[src/verilog/ext_ops_pkg.sv]
// Shared constants and carriers for the extended pointer/stack instruction executor
package ext_ops_pkg;
  // ---------------------------------------------------------------
  // Encodings
  // ---------------------------------------------------------------
  localparam logic [7:0] OPC_ADD_PTR_HI = 8'hE8;   // add_literal_to_pointer high byte
  localparam logic [15:0] OPC_CALL_WORKING_REGISTER = 16'h0014; // call_via_work_reg
  localparam logic [8:0] OPC_MOVE_INDEXED_TO_ABSOLUTE_HI = 9'h1D6;    // move_indexed_to_absolute, bits 15..7
  localparam logic [3:0] OPC_SECOND_WORD = 4'hF;   // second word prefix
  localparam logic [1:0] SEL_STACK_PTR = 2'h3;     // pointer select for software stack ptr
  localparam int PTR_SEL_LSB = 6;
  localparam int PTR_SEL_MSB = 7;
  localparam int LIT6_MSB = 5;
  localparam int OFS7_MSB = 6;
  localparam int ADDR_MSB = 11;
  localparam logic [20:0] PC_RET_STEP = 21'h000002; // return address step
  localparam logic [11:0] PTR_RESET = 12'h000;
  localparam logic [20:0] PC_RESET = 21'h000000;
  localparam logic [7:0] BYTE_ZERO = 8'h00;
  // Indirect-addressing registers (plain defaults)
  localparam logic [11:0] IND_LO = 12'hFDB;
  localparam logic [11:0] IND_HI = 12'hFEF;
  localparam logic [11:0] IND_MASK_LO = 12'hFDB;

  // ---------------------------------------------------------------
  // Carriers
  // ---------------------------------------------------------------
  typedef struct packed {
    logic req;
    logic [11:0] addr;
  } mem_rd_t;

  typedef struct packed {
    logic we;
    logic [11:0] addr;
    logic [7:0] data;
  } mem_wr_t;

  typedef struct packed {
    logic push;
    logic [20:0] push_val;
    logic pop;
  } stack_op_t;

  typedef enum logic [1:0] {
    ST_FETCH = 2'b00,
    ST_NOP = 2'b01,
    ST_MOVE2 = 2'b10
  } exec_state_t;
endpackage : ext_ops_pkg

[src/verilog/stack_pointer_ext_ops.sv]
// Executor for pointer-add, add-and-return, call through working register and indexed move
`timescale 1ns/1ps

// Contract
// RULE_01: Extended ops only when config bit set
// RULE_02: Add six-bit literal to selected pointer
// RULE_03: Select three adds to software stack pointer
// RULE_04: Then return: pc loaded from stack top
// RULE_05: Add-and-return takes two cycles, second idle
// RULE_06: Call through working register, two cycles
// RULE_07: Push pc plus two onto stack
// RULE_08: Working register replaces pc low byte
// RULE_09: Latch high/upper copied into pc bytes
// RULE_10: Second call cycle idle while fetching target
// RULE_11: Call never touches work, status, bank
// RULE_12: Move is two words, two cycles
// RULE_13: Source equals stack pointer plus offset
// RULE_14: Destination from literal, copy byte, no flags
// RULE_15: Both addresses span full 12-bit space
// RULE_16: Software avoids pc low/stack-top destinations
// RULE_17: Indirect source address reads as zero
module stack_pointer_ext_ops (
  input wire logic i_sys_clk,
  input wire logic i_rst_n,
  input wire logic i_extended_set_config_bit,
  input wire logic i_instr_valid,
  input wire logic [15:0] i_instr_word,
  input wire logic [20:0] i_pc,
  input wire logic [7:0] i_working_register,
  input wire logic [7:0] i_prog_counter_latch_high,
  input wire logic [7:0] i_prog_counter_latch_upper,
  input wire logic [20:0] i_top_of_return_stack,
  input wire logic [7:0] i_mem_rd_data,
  output logic o_instr_taken,
  output logic o_busy,
  output logic o_pc_load,
  output logic [20:0] o_pc_value,
  output ext_ops_pkg::stack_op_t o_stack_op,
  output ext_ops_pkg::mem_rd_t o_mem_rd,
  output ext_ops_pkg::mem_wr_t o_mem_wr,
  output logic [11:0] o_fsr0,
  output logic [11:0] o_fsr1,
  output logic [11:0] o_software_stack_pointer
);

  // ---------------------------------------------------------------
  // Reset release and config strap synchroniser
  // ---------------------------------------------------------------
  logic rst_meta_ff, rst_sync_ff, rst_n;
  logic cfg_meta_ff, cfg_sync_ff;

  // Reset asserts at once and releases on the clock
  always_ff @(posedge i_sys_clk or negedge i_rst_n) begin
    if (!i_rst_n) begin
      rst_meta_ff <= 1'b0;
      rst_sync_ff <= 1'b0;
    end else begin
      rst_meta_ff <= 1'b1;
      rst_sync_ff <= rst_meta_ff;
    end
  end
  assign rst_n = rst_sync_ff;

  // The config bit is a pin from outside; two stages before decode
  always_ff @(posedge i_sys_clk or negedge rst_n) begin
    if (!rst_n) begin
      cfg_meta_ff <= 1'b0;
      cfg_sync_ff <= 1'b0;
    end else begin
      cfg_meta_ff <= i_extended_set_config_bit;
      cfg_sync_ff <= cfg_meta_ff;
    end
  end

  // ---------------------------------------------------------------
  // Decode
  // ---------------------------------------------------------------
  ext_ops_pkg::exec_state_t state_ff, nxt_state;
  logic [11:0] ptr_ff [3];
  logic [7:0] move_byte_ff, nxt_move_byte;
  logic [11:0] nxt_ptr [3];

  wire idle = (state_ff == ext_ops_pkg::ST_FETCH);
  wire take = idle && i_instr_valid && cfg_sync_ff; // [RULE_01]
  wire [1:0] ptr_sel = i_instr_word[ext_ops_pkg::PTR_SEL_MSB:ext_ops_pkg::PTR_SEL_LSB];
  wire [11:0] lit6 = {6'h00, i_instr_word[ext_ops_pkg::LIT6_MSB:0]};
  wire is_add = take && (i_instr_word[15:8] == ext_ops_pkg::OPC_ADD_PTR_HI); // [RULE_02]
  wire is_add_ret = is_add && (ptr_sel == ext_ops_pkg::SEL_STACK_PTR); // [RULE_03]
  wire is_call = take && (i_instr_word == ext_ops_pkg::OPC_CALL_WORKING_REGISTER); // [RULE_06]
  wire is_move = take && (i_instr_word[15:7] == ext_ops_pkg::OPC_MOVE_INDEXED_TO_ABSOLUTE_HI); // [RULE_12]
  wire is_second = (state_ff == ext_ops_pkg::ST_MOVE2) && i_instr_valid
    && (i_instr_word[15:12] == ext_ops_pkg::OPC_SECOND_WORD);

  // Source is stack pointer plus unsigned 7-bit offset, wrapping in 12 bits
  wire [11:0] src_addr = ptr_ff[2]
    + {5'h00, i_instr_word[ext_ops_pkg::OFS7_MSB:0]}; // [RULE_13] [RULE_15]
  wire src_indirect = (src_addr >= ext_ops_pkg::IND_LO) && (src_addr <= ext_ops_pkg::IND_HI)
    && ((src_addr & 12'h007) >= 12'h003) && ((src_addr & 12'h007) <= 12'h007);
  // Indirect source yields zero instead of a nested access
  wire [7:0] src_byte = src_indirect ? ext_ops_pkg::BYTE_ZERO : i_mem_rd_data; // [RULE_17]

  // ---------------------------------------------------------------
  // Next-state logic
  // ---------------------------------------------------------------
  always_comb begin
    nxt_state = state_ff;
    nxt_move_byte = move_byte_ff;
    nxt_ptr[0] = ptr_ff[0];
    nxt_ptr[1] = ptr_ff[1];
    nxt_ptr[2] = ptr_ff[2];
    case (state_ff)
      ext_ops_pkg::ST_FETCH: begin
        if (is_add) begin
          // Flags untouched: no status output exists
          nxt_ptr[ptr_sel == ext_ops_pkg::SEL_STACK_PTR ? 2 : ptr_sel] =
            ptr_ff[ptr_sel == ext_ops_pkg::SEL_STACK_PTR ? 2 : ptr_sel] + lit6; // [RULE_02]
          if (is_add_ret) begin
            nxt_state = ext_ops_pkg::ST_NOP; // [RULE_05]
          end
        end else if (is_call) begin
          nxt_state = ext_ops_pkg::ST_NOP; // [RULE_10]
        end else if (is_move) begin
          nxt_move_byte = src_byte;
          nxt_state = ext_ops_pkg::ST_MOVE2;
        end
      end
      ext_ops_pkg::ST_NOP: begin
        nxt_state = ext_ops_pkg::ST_FETCH;
      end
      ext_ops_pkg::ST_MOVE2: begin
        if (is_second) begin
          nxt_state = ext_ops_pkg::ST_FETCH;
        end
      end
      default: begin
        nxt_state = ext_ops_pkg::ST_FETCH;
      end
    endcase
  end

  // ---------------------------------------------------------------
  // State and move-byte registers, plus one pointer register per pointer via generate
  // ---------------------------------------------------------------
  always_ff @(posedge i_sys_clk or negedge rst_n) begin
    if (!rst_n) begin
      state_ff <= ext_ops_pkg::ST_FETCH;
      move_byte_ff <= ext_ops_pkg::BYTE_ZERO;
    end else begin
      state_ff <= nxt_state;
      move_byte_ff <= nxt_move_byte;
    end
  end

  genvar gi;
  generate
    for (gi = 0; gi < 3; gi++) begin : g_ptr
      always_ff @(posedge i_sys_clk or negedge rst_n) begin
        if (!rst_n) begin
          ptr_ff[gi] <= ext_ops_pkg::PTR_RESET;
        end else begin
          ptr_ff[gi] <= nxt_ptr[gi];
        end
      end
    end
  endgenerate

  // ---------------------------------------------------------------
  // Registered side effects toward pc, stack and memory
  // ---------------------------------------------------------------
  logic pc_load_ff;
  logic [20:0] pc_value_ff;
  ext_ops_pkg::stack_op_t stack_ff;
  ext_ops_pkg::mem_wr_t wr_ff;

  wire [20:0] call_target = {i_prog_counter_latch_upper[4:0], i_prog_counter_latch_high,
    i_working_register}; // [RULE_08] [RULE_09]

  // The call leaves working, status and bank registers alone: it only drives pc and stack
  always_ff @(posedge i_sys_clk or negedge rst_n) begin
    if (!rst_n) begin
      pc_load_ff <= 1'b0;
      pc_value_ff <= ext_ops_pkg::PC_RESET;
      stack_ff <= '0;
      wr_ff <= '0;
    end else begin
      pc_load_ff <= is_add_ret || is_call;
      if (is_add_ret) begin
        pc_value_ff <= i_top_of_return_stack; // [RULE_04]
      end else if (is_call) begin
        pc_value_ff <= call_target; // [RULE_08] [RULE_09] [RULE_11]
      end
      stack_ff.push <= is_call;
      stack_ff.push_val <= i_pc + ext_ops_pkg::PC_RET_STEP; // [RULE_07]
      stack_ff.pop <= is_add_ret; // [RULE_04]
      wr_ff.we <= is_second; // [RULE_14]
      wr_ff.addr <= i_instr_word[ext_ops_pkg::ADDR_MSB:0]; // [RULE_14] [RULE_15]
      wr_ff.data <= move_byte_ff;
    end
  end

  // ---------------------------------------------------------------
  // Outputs
  // ---------------------------------------------------------------
  assign o_instr_taken = take || is_second;
  assign o_busy = !idle;
  assign o_pc_load = pc_load_ff;
  assign o_pc_value = pc_value_ff;
  assign o_stack_op = stack_ff;
  assign o_mem_rd.req = is_move && !src_indirect; // [RULE_17]
  assign o_mem_rd.addr = src_addr;
  assign o_mem_wr = wr_ff;
  assign o_fsr0 = ptr_ff[0];
  assign o_fsr1 = ptr_ff[1];
  assign o_software_stack_pointer = ptr_ff[2];

  // ---------------------------------------------------------------
  // Assertions
  // ---------------------------------------------------------------
  a_cfg_gates_ops: assert property (@(posedge i_sys_clk) disable iff (!rst_n)
    !cfg_sync_ff |-> !take) else $error("op taken with set disabled"); // [RULE_01]
  a_add_updates_ptr: assert property (@(posedge i_sys_clk) disable iff (!rst_n)
    is_add && ptr_sel == 2'h0 |=> ptr_ff[0] == $past(ptr_ff[0]) + $past(lit6))
    else $error("pointer add wrong"); // [RULE_02]
  a_add_stack_ptr: assert property (@(posedge i_sys_clk) disable iff (!rst_n)
    is_add_ret |=> ptr_ff[2] == $past(ptr_ff[2]) + $past(lit6))
    else $error("stack pointer add wrong"); // [RULE_03]
  a_ret_loads_pc: assert property (@(posedge i_sys_clk) disable iff (!rst_n)
    is_add_ret |=> o_pc_load && o_stack_op.pop && o_pc_value == $past(i_top_of_return_stack))
    else $error("return not taken"); // [RULE_04]
  a_two_cycle_ops: assert property (@(posedge i_sys_clk) disable iff (!rst_n)
    (is_add_ret || is_call) |=> o_busy ##1 !o_busy)
    else $error("two-cycle op length wrong"); // [RULE_05]
  a_call_push: assert property (@(posedge i_sys_clk) disable iff (!rst_n)
    is_call |=> o_stack_op.push && o_stack_op.push_val == $past(i_pc) + 21'h000002)
    else $error("call push wrong"); // [RULE_07]
  a_call_target: assert property (@(posedge i_sys_clk) disable iff (!rst_n)
    is_call |=> o_pc_value[7:0] == $past(i_working_register)
    && o_pc_value[15:8] == $past(i_prog_counter_latch_high))
    else $error("call target wrong"); // [RULE_08]
  a_move_write: assert property (@(posedge i_sys_clk) disable iff (!rst_n)
    is_second |=> o_mem_wr.we && o_mem_wr.addr == $past(i_instr_word[11:0]))
    else $error("move write wrong"); // [RULE_14]
  a_indirect_zero: assert property (@(posedge i_sys_clk) disable iff (!rst_n)
    is_move && src_indirect |=> move_byte_ff == 8'h00)
    else $error("indirect source not zero"); // [RULE_17]

endmodule : stack_pointer_ext_ops
[config.mk]
export PLATFORM = sky130hd
export DESIGN_NAME = stack_pointer_ext_ops
export DESIGN_NICKNAME = d
export VERILOG_FILES = /design/src/verilog/ext_ops_pkg.sv /design/src/verilog/stack_pointer_ext_ops.sv
export SDC_FILE = /design/constraint.sdc
export NUM_CORES = 1
export LEC_CHECK = 0
export BUFFER_PORTS_ARGS = -buffer_cell sky130_fd_sc_hd__buf_4
export CORE_MARGIN = 2
export CORE_UTILIZATION = 43
export DETAILED_ROUTE_END_ITERATION = 6
export PLACE_DENSITY = 0.8
export SYNTH_ARGS = -nofsm -noshare
export SYNTH_HDL_FRONTEND = slang
export SYNTH_SLANG_ARGS = --single-unit
[constraint.sdc]
create_clock -name i_sys_clk -period 9.1 [get_ports i_sys_clk]
set_clock_uncertainty 0.05 [all_clocks]
set_input_delay 0 -clock i_sys_clk [delete_from_list [all_inputs] [get_ports i_sys_clk]]
set_output_delay 0 -clock i_sys_clk [all_outputs]
set_load 0.01 [all_outputs]
==> results by stage, run 1 <==
Floorplan:
- The area inside the core boundary is 0.0126 mm².
- The number of standard-cell rows in the floorplan is 41.
- In this run the horizontal extent of the chip is 118 µm.
- Once the floorplan was initialized, standard cells occupied 44.0% of the core.
- The die height is 118 µm.
- The die covers 0.0138 mm².
- During I/O placement, the number of pins put on the boundary was 211.

Clocking:
- The CTS tree is yes.
- The clock transition at the registers of the reported paths is 0.05 ns.
- The clock buffer count from CTS is 17.
- Clock tree synthesis found a total of 116 sinks.
- The clock latency of the later-clocked register in the worst-skew pair is 0.41 ns.
- Counting along the longest clock path gives a buffer depth of 2.
- In this run the clock root is driven by a sky130_fd_sc_hd__clkbuf_16.
- Once the clock tree was built, the resizer swapped 0 gates to a different size.
- The number of buffers inserted by hold repair at cts is 100.
- In this run the post-CTS setup repair buffer count came out at 0.
- The H-tree generated during clock tree synthesis spans 4 levels.

Cells and area:
- The total area of sequential cells is 0.00291 mm².
- Of the cells placed in the final design, the portion with a size suffix greater than 1 is 32.5%.
- The net total in the final layout is 939.
- Compared with the post-synthesis result, the final layout area differs by 61.4%.
- In the final layout, the multi-input gates occupy 0.00252 mm².
- The number of filler instances in the final layout is 897.
- The antenna diode instance count is 0.

GRT:
- The number of global-route vias before repair is 5685.
- The total global-route track usage is 26.5%.
- The first global-routing pass estimated 29.2 mm of wire.
- Entering global routing, the biggest net connects 82 pins.
- After global routing the overflow that remains totals 0.
- The initial antenna violation count is 0.

Yosys:
- Summing the areas of all compound-gate instances in the mapped netlist gives 11.4% of the synthesized area.
- After Yosys synthesis, and, or, nand and nor cells account for 16.6% of the synthesized area.
- The top flip-flop cell by instance count after synthesis is sky130_fd_sc_hd__dfrtp_1.
- The synthesized netlist net count is 635.
- The share of cell area taken by muxes after synthesis is 7.48%.
- The area fraction of the dominant cell type after synthesis is 52.3%.
- Yosys instantiated no cell more often than sky130_fd_sc_hd__dfrtp_1.
- Synthesis inferred 116 register bits.
- sky130_fd_sc_hd__dfrtp_1 takes more of the synthesized area than any other cell.
- The synthesized cell area is 0.00555 mm².
- The netlist uses 54 different library cells.
- By area the synthesized netlist is led by sky130_fd_sc_hd__dfrtp_1, sky130_fd_sc_hd__nand2_1, sky130_fd_sc_hd__mux2_2, sky130_fd_sc_hd__mux2i_1, sky130_fd_sc_hd__ha_1.
- After synthesis, the mean cell area works out to 10.6 µm².
- The sequential fraction of the synthesis area is 52.3%.
- The synthesized netlist devotes 3.87% of its cell area to adder and majority cells.
- By area, the combinational part of the netlist is dominated by simple AND/OR/NAND/NOR gates.
- The XOR/XNOR share of the synthesized area is 5.83%.
- The number of synthesized flops with an enable pin is 0.
- The commonest cells after synthesis are sky130_fd_sc_hd__dfrtp_1, sky130_fd_sc_hd__nand2_1, sky130_fd_sc_hd__a22oi_1, sky130_fd_sc_hd__nor2_1, sky130_fd_sc_hd__o21ai_0.
- The Yosys step of the flow raised 0 warnings.
- The async set-reset flop share out of synthesis is 100%.
- The number of instances in the synthesized netlist is 525.

STA:
- The final-report setup violation count is 0.
- The final max-slew violation count is 0.
- Setup repair after global routing left no endpoint under its margin.
- The post-route minimum period is 3.41 ns.
- The setup TNS is 0 ns.
- At the pin with the least slew margin, the transition time is 1.26 ns.
- Measured against its own limit, the worst slew margin works out to 15.4%.
- The final-report hold violation count came to 0.
- The portion of the clock cycle consumed by the worst path in the final layout is 37.4%.
- Derived from the worst setup path, the maximum achievable clock frequency is 294 MHz.

Run:
- The number of max-capacitance violations reported is 0.

Min path:
- In this run the worst hold path is classified as in2reg.
- Along the worst hold path, the cell count comes to 5.
- The worst hold path terminates at o_software_stack_pointer[10]$_DFFE_PN0P_.
- In this run the most critical hold path is launched from i_instr_word[12].

Detailed routing:
- After detailed routing, the number of vias per cell comes to 5.26.
- The count of antenna-violating nets left after detailed routing is 0.
- Summing over every cut layer, the via total after detailed routing is 5330.
- For this block, the initial DRC count from the detailed router was 418.
- The number of iterations in the first detailed-routing pass is 5.
- The total wire length after detailed routing is 17.7 mm.
- After detailed routing, the average wire length per cell comes to 17.5 µm.
- For this run, design rule violations remaining after detail routing come to 0.

Worst setup path:
- The cell family contributing the most delay on the critical path is compound AO/OA/AOI/OAI gates.
- The kind of start point of the critical path is a register.
- The setup slack of the most critical reg-to-reg path is 5.87 ns.
- The critical path goes through ha_1 -> fa_1 -> a211oi_1 -> nor3_1 -> or3_1 -> o2111a_1 -> o2111a_1 -> a21boi_1 -> buf_4.
- The arrival time reported for the critical path endpoint is 3.36 ns.
- The largest individual stage delay along the critical path comes from the cell sky130_fd_sc_hd__a211oi_1.
- The setup path with the least slack is of type reg2out.
- The reg-to-reg endpoint is o_software_stack_pointer[6]$_DFFE_PN0P_.
- The launching point of the worst reg2reg path is o_fsr0[0]$_DFFE_PN0P_.
- In this design, the critical path's most frequently occurring cell is sky130_fd_sc_hd__o2111a_1.
- The largest driver fanout on the critical path is 9.
- The element type at the critical path end is an output pin.
- The endpoint required time on the critical path is 9.05 ns.
- The critical path runs through a total of 9 cells.
- The largest single stage delay on the critical path is 0.50 ns.
- For the worst flop-to-flop path, the logic depth is 10.
- The total buffers and inverters traversed by the critical path is 1.

Pwr:
- The power density of the placed cells is 164 mW/mm².
- Across the VDD grid, the largest voltage drop is 0.117 mV.
- The overall power of the completed layout is 1.47 mW.
- The static leakage power is 4.47 nW.

Placed design:
- The detailed placement HPWL is 11.0 mm.
- The count of input and output buffers is 207.
- The routability congestion estimate is 0.847.

Status:
- The run finished with clean final reports.
## stage by stage
stage	setup WS (ns)	area (µm²)	utilization, %	std cells	hold WS, ns
after floorplan	5.58	5550	-	525	-0.346
after global placement	6.18	7260	57.5	882	-0.268
after detailed placement	6.09	7260	57.5	882	-0.266
after CTS	5.67	8960	71.0	1014	0.0180
after global routing	5.47	8960	71.0	1014	0.0487
final	5.69	8960	71.0	1014	0.0358
## cell families after synthesis
group,after synthesis
buffers and inverters,34
other,1
DFF,116
muxes,39
adders and majority gates,16
AOI/OAI and AO/OA,95
and+or+nand+nor,187
xor gates and xnor gates,37
## metal layers
layer  up-vias  global-route usage (%)  share of wire, %
li1       2456                       -                 -
met1      2599                    30.8                37
met2       235                    45.9                52
met3        40                    8.24               8.2
met4         0                    10.0               2.5
met5         -                       0                 0
## cells in the final DEF (no fill, tap or decap), drive strengths merged, types with 19 or more instances in the layout
master	synthesis	routed
dlygate4sd3	0	100
a22oi	22	22
mux2i	19	19
clkbuf	16	23
mux2	20	20
dfrtp	116	116
xnor2	20	20
nand2	97	97
o21ai	22	22
nor2	22	22
buf	9	210
## report_power, final
part	internal [mW]	switching, mW
combinational	0.0767	0.0596
clock	0.570	0.231
sequential	0.528	0.00781
## state kept, by name, indices dropped and copies added (netlist names)
name / cells
o_pc_value: 21
cfg_meta_ff: 1
o_fsr0: 12
o_fsr1: 12
rst_n: 1
o_software_stack_pointer: 12
o_stack_op: 23
rst_meta_ff: 1
o_pc_load: 1
state_ff: 2
cfg_sync_ff: 1
move_byte_ff: 8
o_mem_wr: 21
## worst min-delay path, delay by kind of cell
kind,cells,cell delay [ns]
AND/OR/NAND/NOR,3,0.29
AO/OA/AOI/OAI,1,0.08
buffers and inverters,1,0.08
## final cells by class
| class | count | area share, % |
|---|---|---|
| Inverter | 9 | 0.377 |
| Clock inverter | 9 | 2.46 |
| Tap cell | 172 | 2.40 |
| Multi-Input combinational cell | 375 | 28.2 |
| Sequential cell | 116 | 32.4 |
| Clock buffer | 23 | 5.44 |
| Timing Repair Buffer | 310 | 28.8 |
## worst max path at each step
| stage | from | endpoint | slack (ns) |
|---|---|---|---|
| floorplan | rst_n$_DFF_PN0_ | cfg_meta_ff$_DFF_PN0_ | 5.58 |
| global placement | o_software_stack_pointer[0]$_DFFE_PN0P_ | o_mem_rd[12] | 6.18 |
| detailed placement | o_fsr1[0]$_DFFE_PN0P_ | o_software_stack_pointer[6]$_DFFE_PN0P_ | 6.09 |
| CTS | o_software_stack_pointer[0]$_DFFE_PN0P_ | o_mem_rd[12] | 5.67 |
| global route | o_software_stack_pointer[0]$_DFFE_PN0P_ | o_mem_rd[12] | 5.47 |
| finish | o_software_stack_pointer[0]$_DFFE_PN0P_ | o_mem_rd[12] | 5.69 |
Power figures use the tool's default switching activity.
==> run 2: changes to the inputs <==
==> constraint.sdc (replaced) <==
create_clock -name i_sys_clk -period 3.4 [get_ports i_sys_clk]
set_clock_uncertainty 0.05 [all_clocks]
set_input_delay 0 -clock i_sys_clk [delete_from_list [all_inputs] [get_ports i_sys_clk]]
set_output_delay 0 -clock i_sys_clk [all_outputs]
set_load 0.01 [all_outputs]
==> run 2 against run 1 <==
Register-to-register slack got worse by 5.4 ns. Cell count rose by 0.59%. Largest power group unchanged. Non-clock buffer count rose by 6. Critical endpoint unchanged.
==> results by stage, run 2 (synthesis gave the netlist of run 1 again) <==
Detailed routing:
- The DRC violations left is 0.
- Detailed routing inserted a total of 5278 vias.
- The detailed router finished its first iteration with 315 violations.
- The pre-antenna-repair detailed-routing pass consisted of 6 iterations.
- In this run the remaining antenna-violating nets after routing total 0.
- After detailed routing, the average wire length per cell comes to 17.4 µm.
- Using the TritonRoute via totals, the vias-per-cell ratio works out to 5.17.
- The total wire length after detailed routing is 17.7 mm.

Worst setup path:
- The endpoint required time on the critical path is 3.35 ns.
- The total buffers and inverters traversed by the critical path is 1.
- The launching point of the worst reg2reg path is o_fsr1[0]$_DFFE_PN0P_.
- Among cell families on the critical path, the largest total delay comes from compound AO/OA/AOI/OAI gates.
- On the critical path, the stage with the largest delay is an instance of sky130_fd_sc_hd__fa_1.
- The signal on the critical path passes through ha_1 -> fa_1 -> a211oi_2 -> nor3_1 -> or3_1 -> o2111a_1 -> o2111a_1 -> a21boi_1 -> buf_4.
- The depth of the worst register-to-register path is 11.
- The capture point of the critical path is o_mem_rd[12].
- The worst setup path is of the reg2out kind.
- The arrival time reported for the critical path endpoint is 3.22 ns.
- The reg-to-reg endpoint is o_software_stack_pointer[6]$_DFFE_PN0P_.
- The launch point of the worst path is o_software_stack_pointer[0]$_DFFE_PN0P_.
- The maximum cell stage delay along the critical path is 0.44 ns.
- In this design, the critical path's most frequently occurring cell is sky130_fd_sc_hd__o2111a_1.
- Of all nets on the critical path, the largest fanout is 9.
- The kind of start point of the critical path is a register.
- The setup slack of the most critical reg-to-reg path is 0.49 ns.
- The element type at the critical path end is an output pin.
- In this run the number of cells on the critical path is 9.

STA:
- The post-route minimum period is 3.27 ns.
- The final-report setup violation count is 0.
- The maximum achievable frequency is 306 MHz.
- The portion of the clock cycle consumed by the worst path in the final layout is 96.2%.
- Headroom to the max-slew limit came out at 36.6%.
- The final-report hold violation count is 0.
- The final hold slack is 0.0193 ns.
- At the pin with the least slew margin, the transition time is 0.952 ns.
- Setup repair after global routing left no endpoint under its margin.
- The setup TNS is 0 ns.
- The final max-slew violation count is 0.

Floorplan:
- Once the floorplan was initialized, standard cells occupied 44.0% of the core.
- During I/O placement, the number of pins put on the boundary was 211.
- The die covers 0.0138 mm².
- The area inside the core boundary is 0.0126 mm².
- The width of the die is 118 µm.
- The number of standard-cell rows in the floorplan is 41.
- The floorplan step set the die height to 118 µm.

Placed design:
- During placement, the flow inserted port buffers numbering 207.
- The detailed placement HPWL is 11.2 mm.
- The total placed cells including tap cells is 887.
- The routability congestion estimate is 0.835.

GRT:
- The first global-routing pass estimated 28.8 mm of wire.
- Global routing consumed, over all layers together, 26.2% of the routing resources.
- Entering global routing, the biggest net connects 72 pins.
- The remaining global-route overflow is 0.
- The number of global-route vias before repair is 5711.
- The initial antenna violation count came to 0.

Cells and area:
- The number of filler instances in the final layout is 911.
- The count of cells in the finished layout, fillers not included, comes to 1020.
- In the final layout, the share of cells above drive strength 1 is 33.3%.
- The antenna diode instance count is 0.
- The library cell used most frequently in the layout, excluding fill and tap cells, is sky130_fd_sc_hd__buf_4.
- The layout-stage area growth over the synthesis result is 63.0%.
- The net total in the final layout is 945.
- In the layout the commonest cells are sky130_fd_sc_hd__buf_4, sky130_fd_sc_hd__dfrtp_1, sky130_fd_sc_hd__dlygate4sd3_1.
- The number of flip-flops under the largest register name is 23.

Clocking:
- Once the clock tree was built, the setup fixing pass inserted 0 buffers.
- In this run the number of H-tree levels came out at 4.
- At the later pin of the worst-skew pair, clock insertion delay measures 0.41 ns.
- Clock tree synthesis inserted a total of 17 buffers.
- The root buffer cell is sky130_fd_sc_hd__clkbuf_16.
- TritonCTS built the clock tree.
- The maximum clock path buffer count is 2.
- The tree built by TritonCTS fans out to 116 sinks.
- Clock-pin slew was measured on the worst setup and hold paths at 0.06 ns.

Min path:
- The type of the worst min-delay path is in2reg.
- The hold-critical path depth is 5.

Pwr:
- IR analysis of the VDD net gives a maximum drop of 0.324 mV.
- The power density of the placed cells is 449 mW/mm².
- The static leakage power is 4.51 nW.

Run:
- The number of max-capacitance violations reported is 0.

Status:
- The run finished with clean final reports.
==> run 2: metal layers <==
layer | vias to the layer above | GRT usage (%) | part of all wire, %
li1 | 2472 | - | -
met1 | 2569 | 30.4 | 38
met2 | 213 | 46.0 | 53
met3 | 24 | 8.38 | 7.7
met4 | 0 | 8.43 | 1.7
met5 | - | 0 | 0
==> run 2: worst min path at each step <==
stage	start	end	slack, ns
5_1_grt	i_instr_word[12]	o_software_stack_pointer[10]$_DFFE_PN0P_	0.05
3_3_place_gp	i_rst_n	rst_meta_ff$_DFF_PN0_	-0.27
4_1_cts	i_instr_word[12]	o_software_stack_pointer[10]$_DFFE_PN0P_	0.009
3_5_place_dp	i_rst_n	rst_meta_ff$_DFF_PN0_	-0.27
6_report	i_instr_word[12]	o_software_stack_pointer[10]$_DFFE_PN0P_	0.02
2_1_floorplan	i_rst_n	rst_meta_ff$_DFF_PN0_	-0.35
==> run 2: final cells by class <==
| cell class | count | area [µm²] | area share, % |
|---|---|---|---|
| Inverter | 9 | 33.8 | 0.373 |
| Timing Repair Buffer | 316 | 2630 | 29.0 |
| Multi-Input combinational cell | 375 | 2530 | 27.9 |
| Sequential cell | 116 | 2910 | 32.1 |
| Clock buffer | 18 | 439 | 4.85 |
| Tap cell | 172 | 215 | 2.38 |
| Clock inverter | 14 | 303 | 3.35 |
==> run 2: report_power, final <==
group / switching [mW] / internal, mW / leakage [nW]
combinational: 0.151 / 0.207 / 2.61
clock: 0.644 / 1.62 / 0.364
sequential: 0.0296 / 1.41 / 1.53
total: 0.825 / 3.24 / 4.51
==> run 2: per-stage QoR <==
step | utilization, % | setup slack (ns) | instance area [µm²] | power, mW
after CTS | 71.7 | 0.147 | 9050 | 4.08
after detailed placement | 57.8 | 0.426 | 7290 | 1.74
after global routing | 71.7 | 0.0447 | 9050 | 4.18
after global placement | 57.8 | 0.467 | 7290 | 1.73
after floorplan | - | 0.713 | 5560 | 1.56
final | 71.7 | 0.130 | 9050 | 4.06
==> run 2: what timing repair did <==
action,CTS,global route
endpoints found under the hold margin,68,0
hold buffers,101,0
resized for setup,1,0
endpoints found under the setup margin,1,0
==> run 2: tightest hold or removal path, stage by stage <==
cell and delay [ns]:
sky130_fd_sc_hd__buf_4 0.09, sky130_fd_sc_hd__or2_2 0.13, sky130_fd_sc_hd__nor4_4 0.07, sky130_fd_sc_hd__o2111ai_1 0.07
sky130_fd_sc_hd__nand3_1 0.07
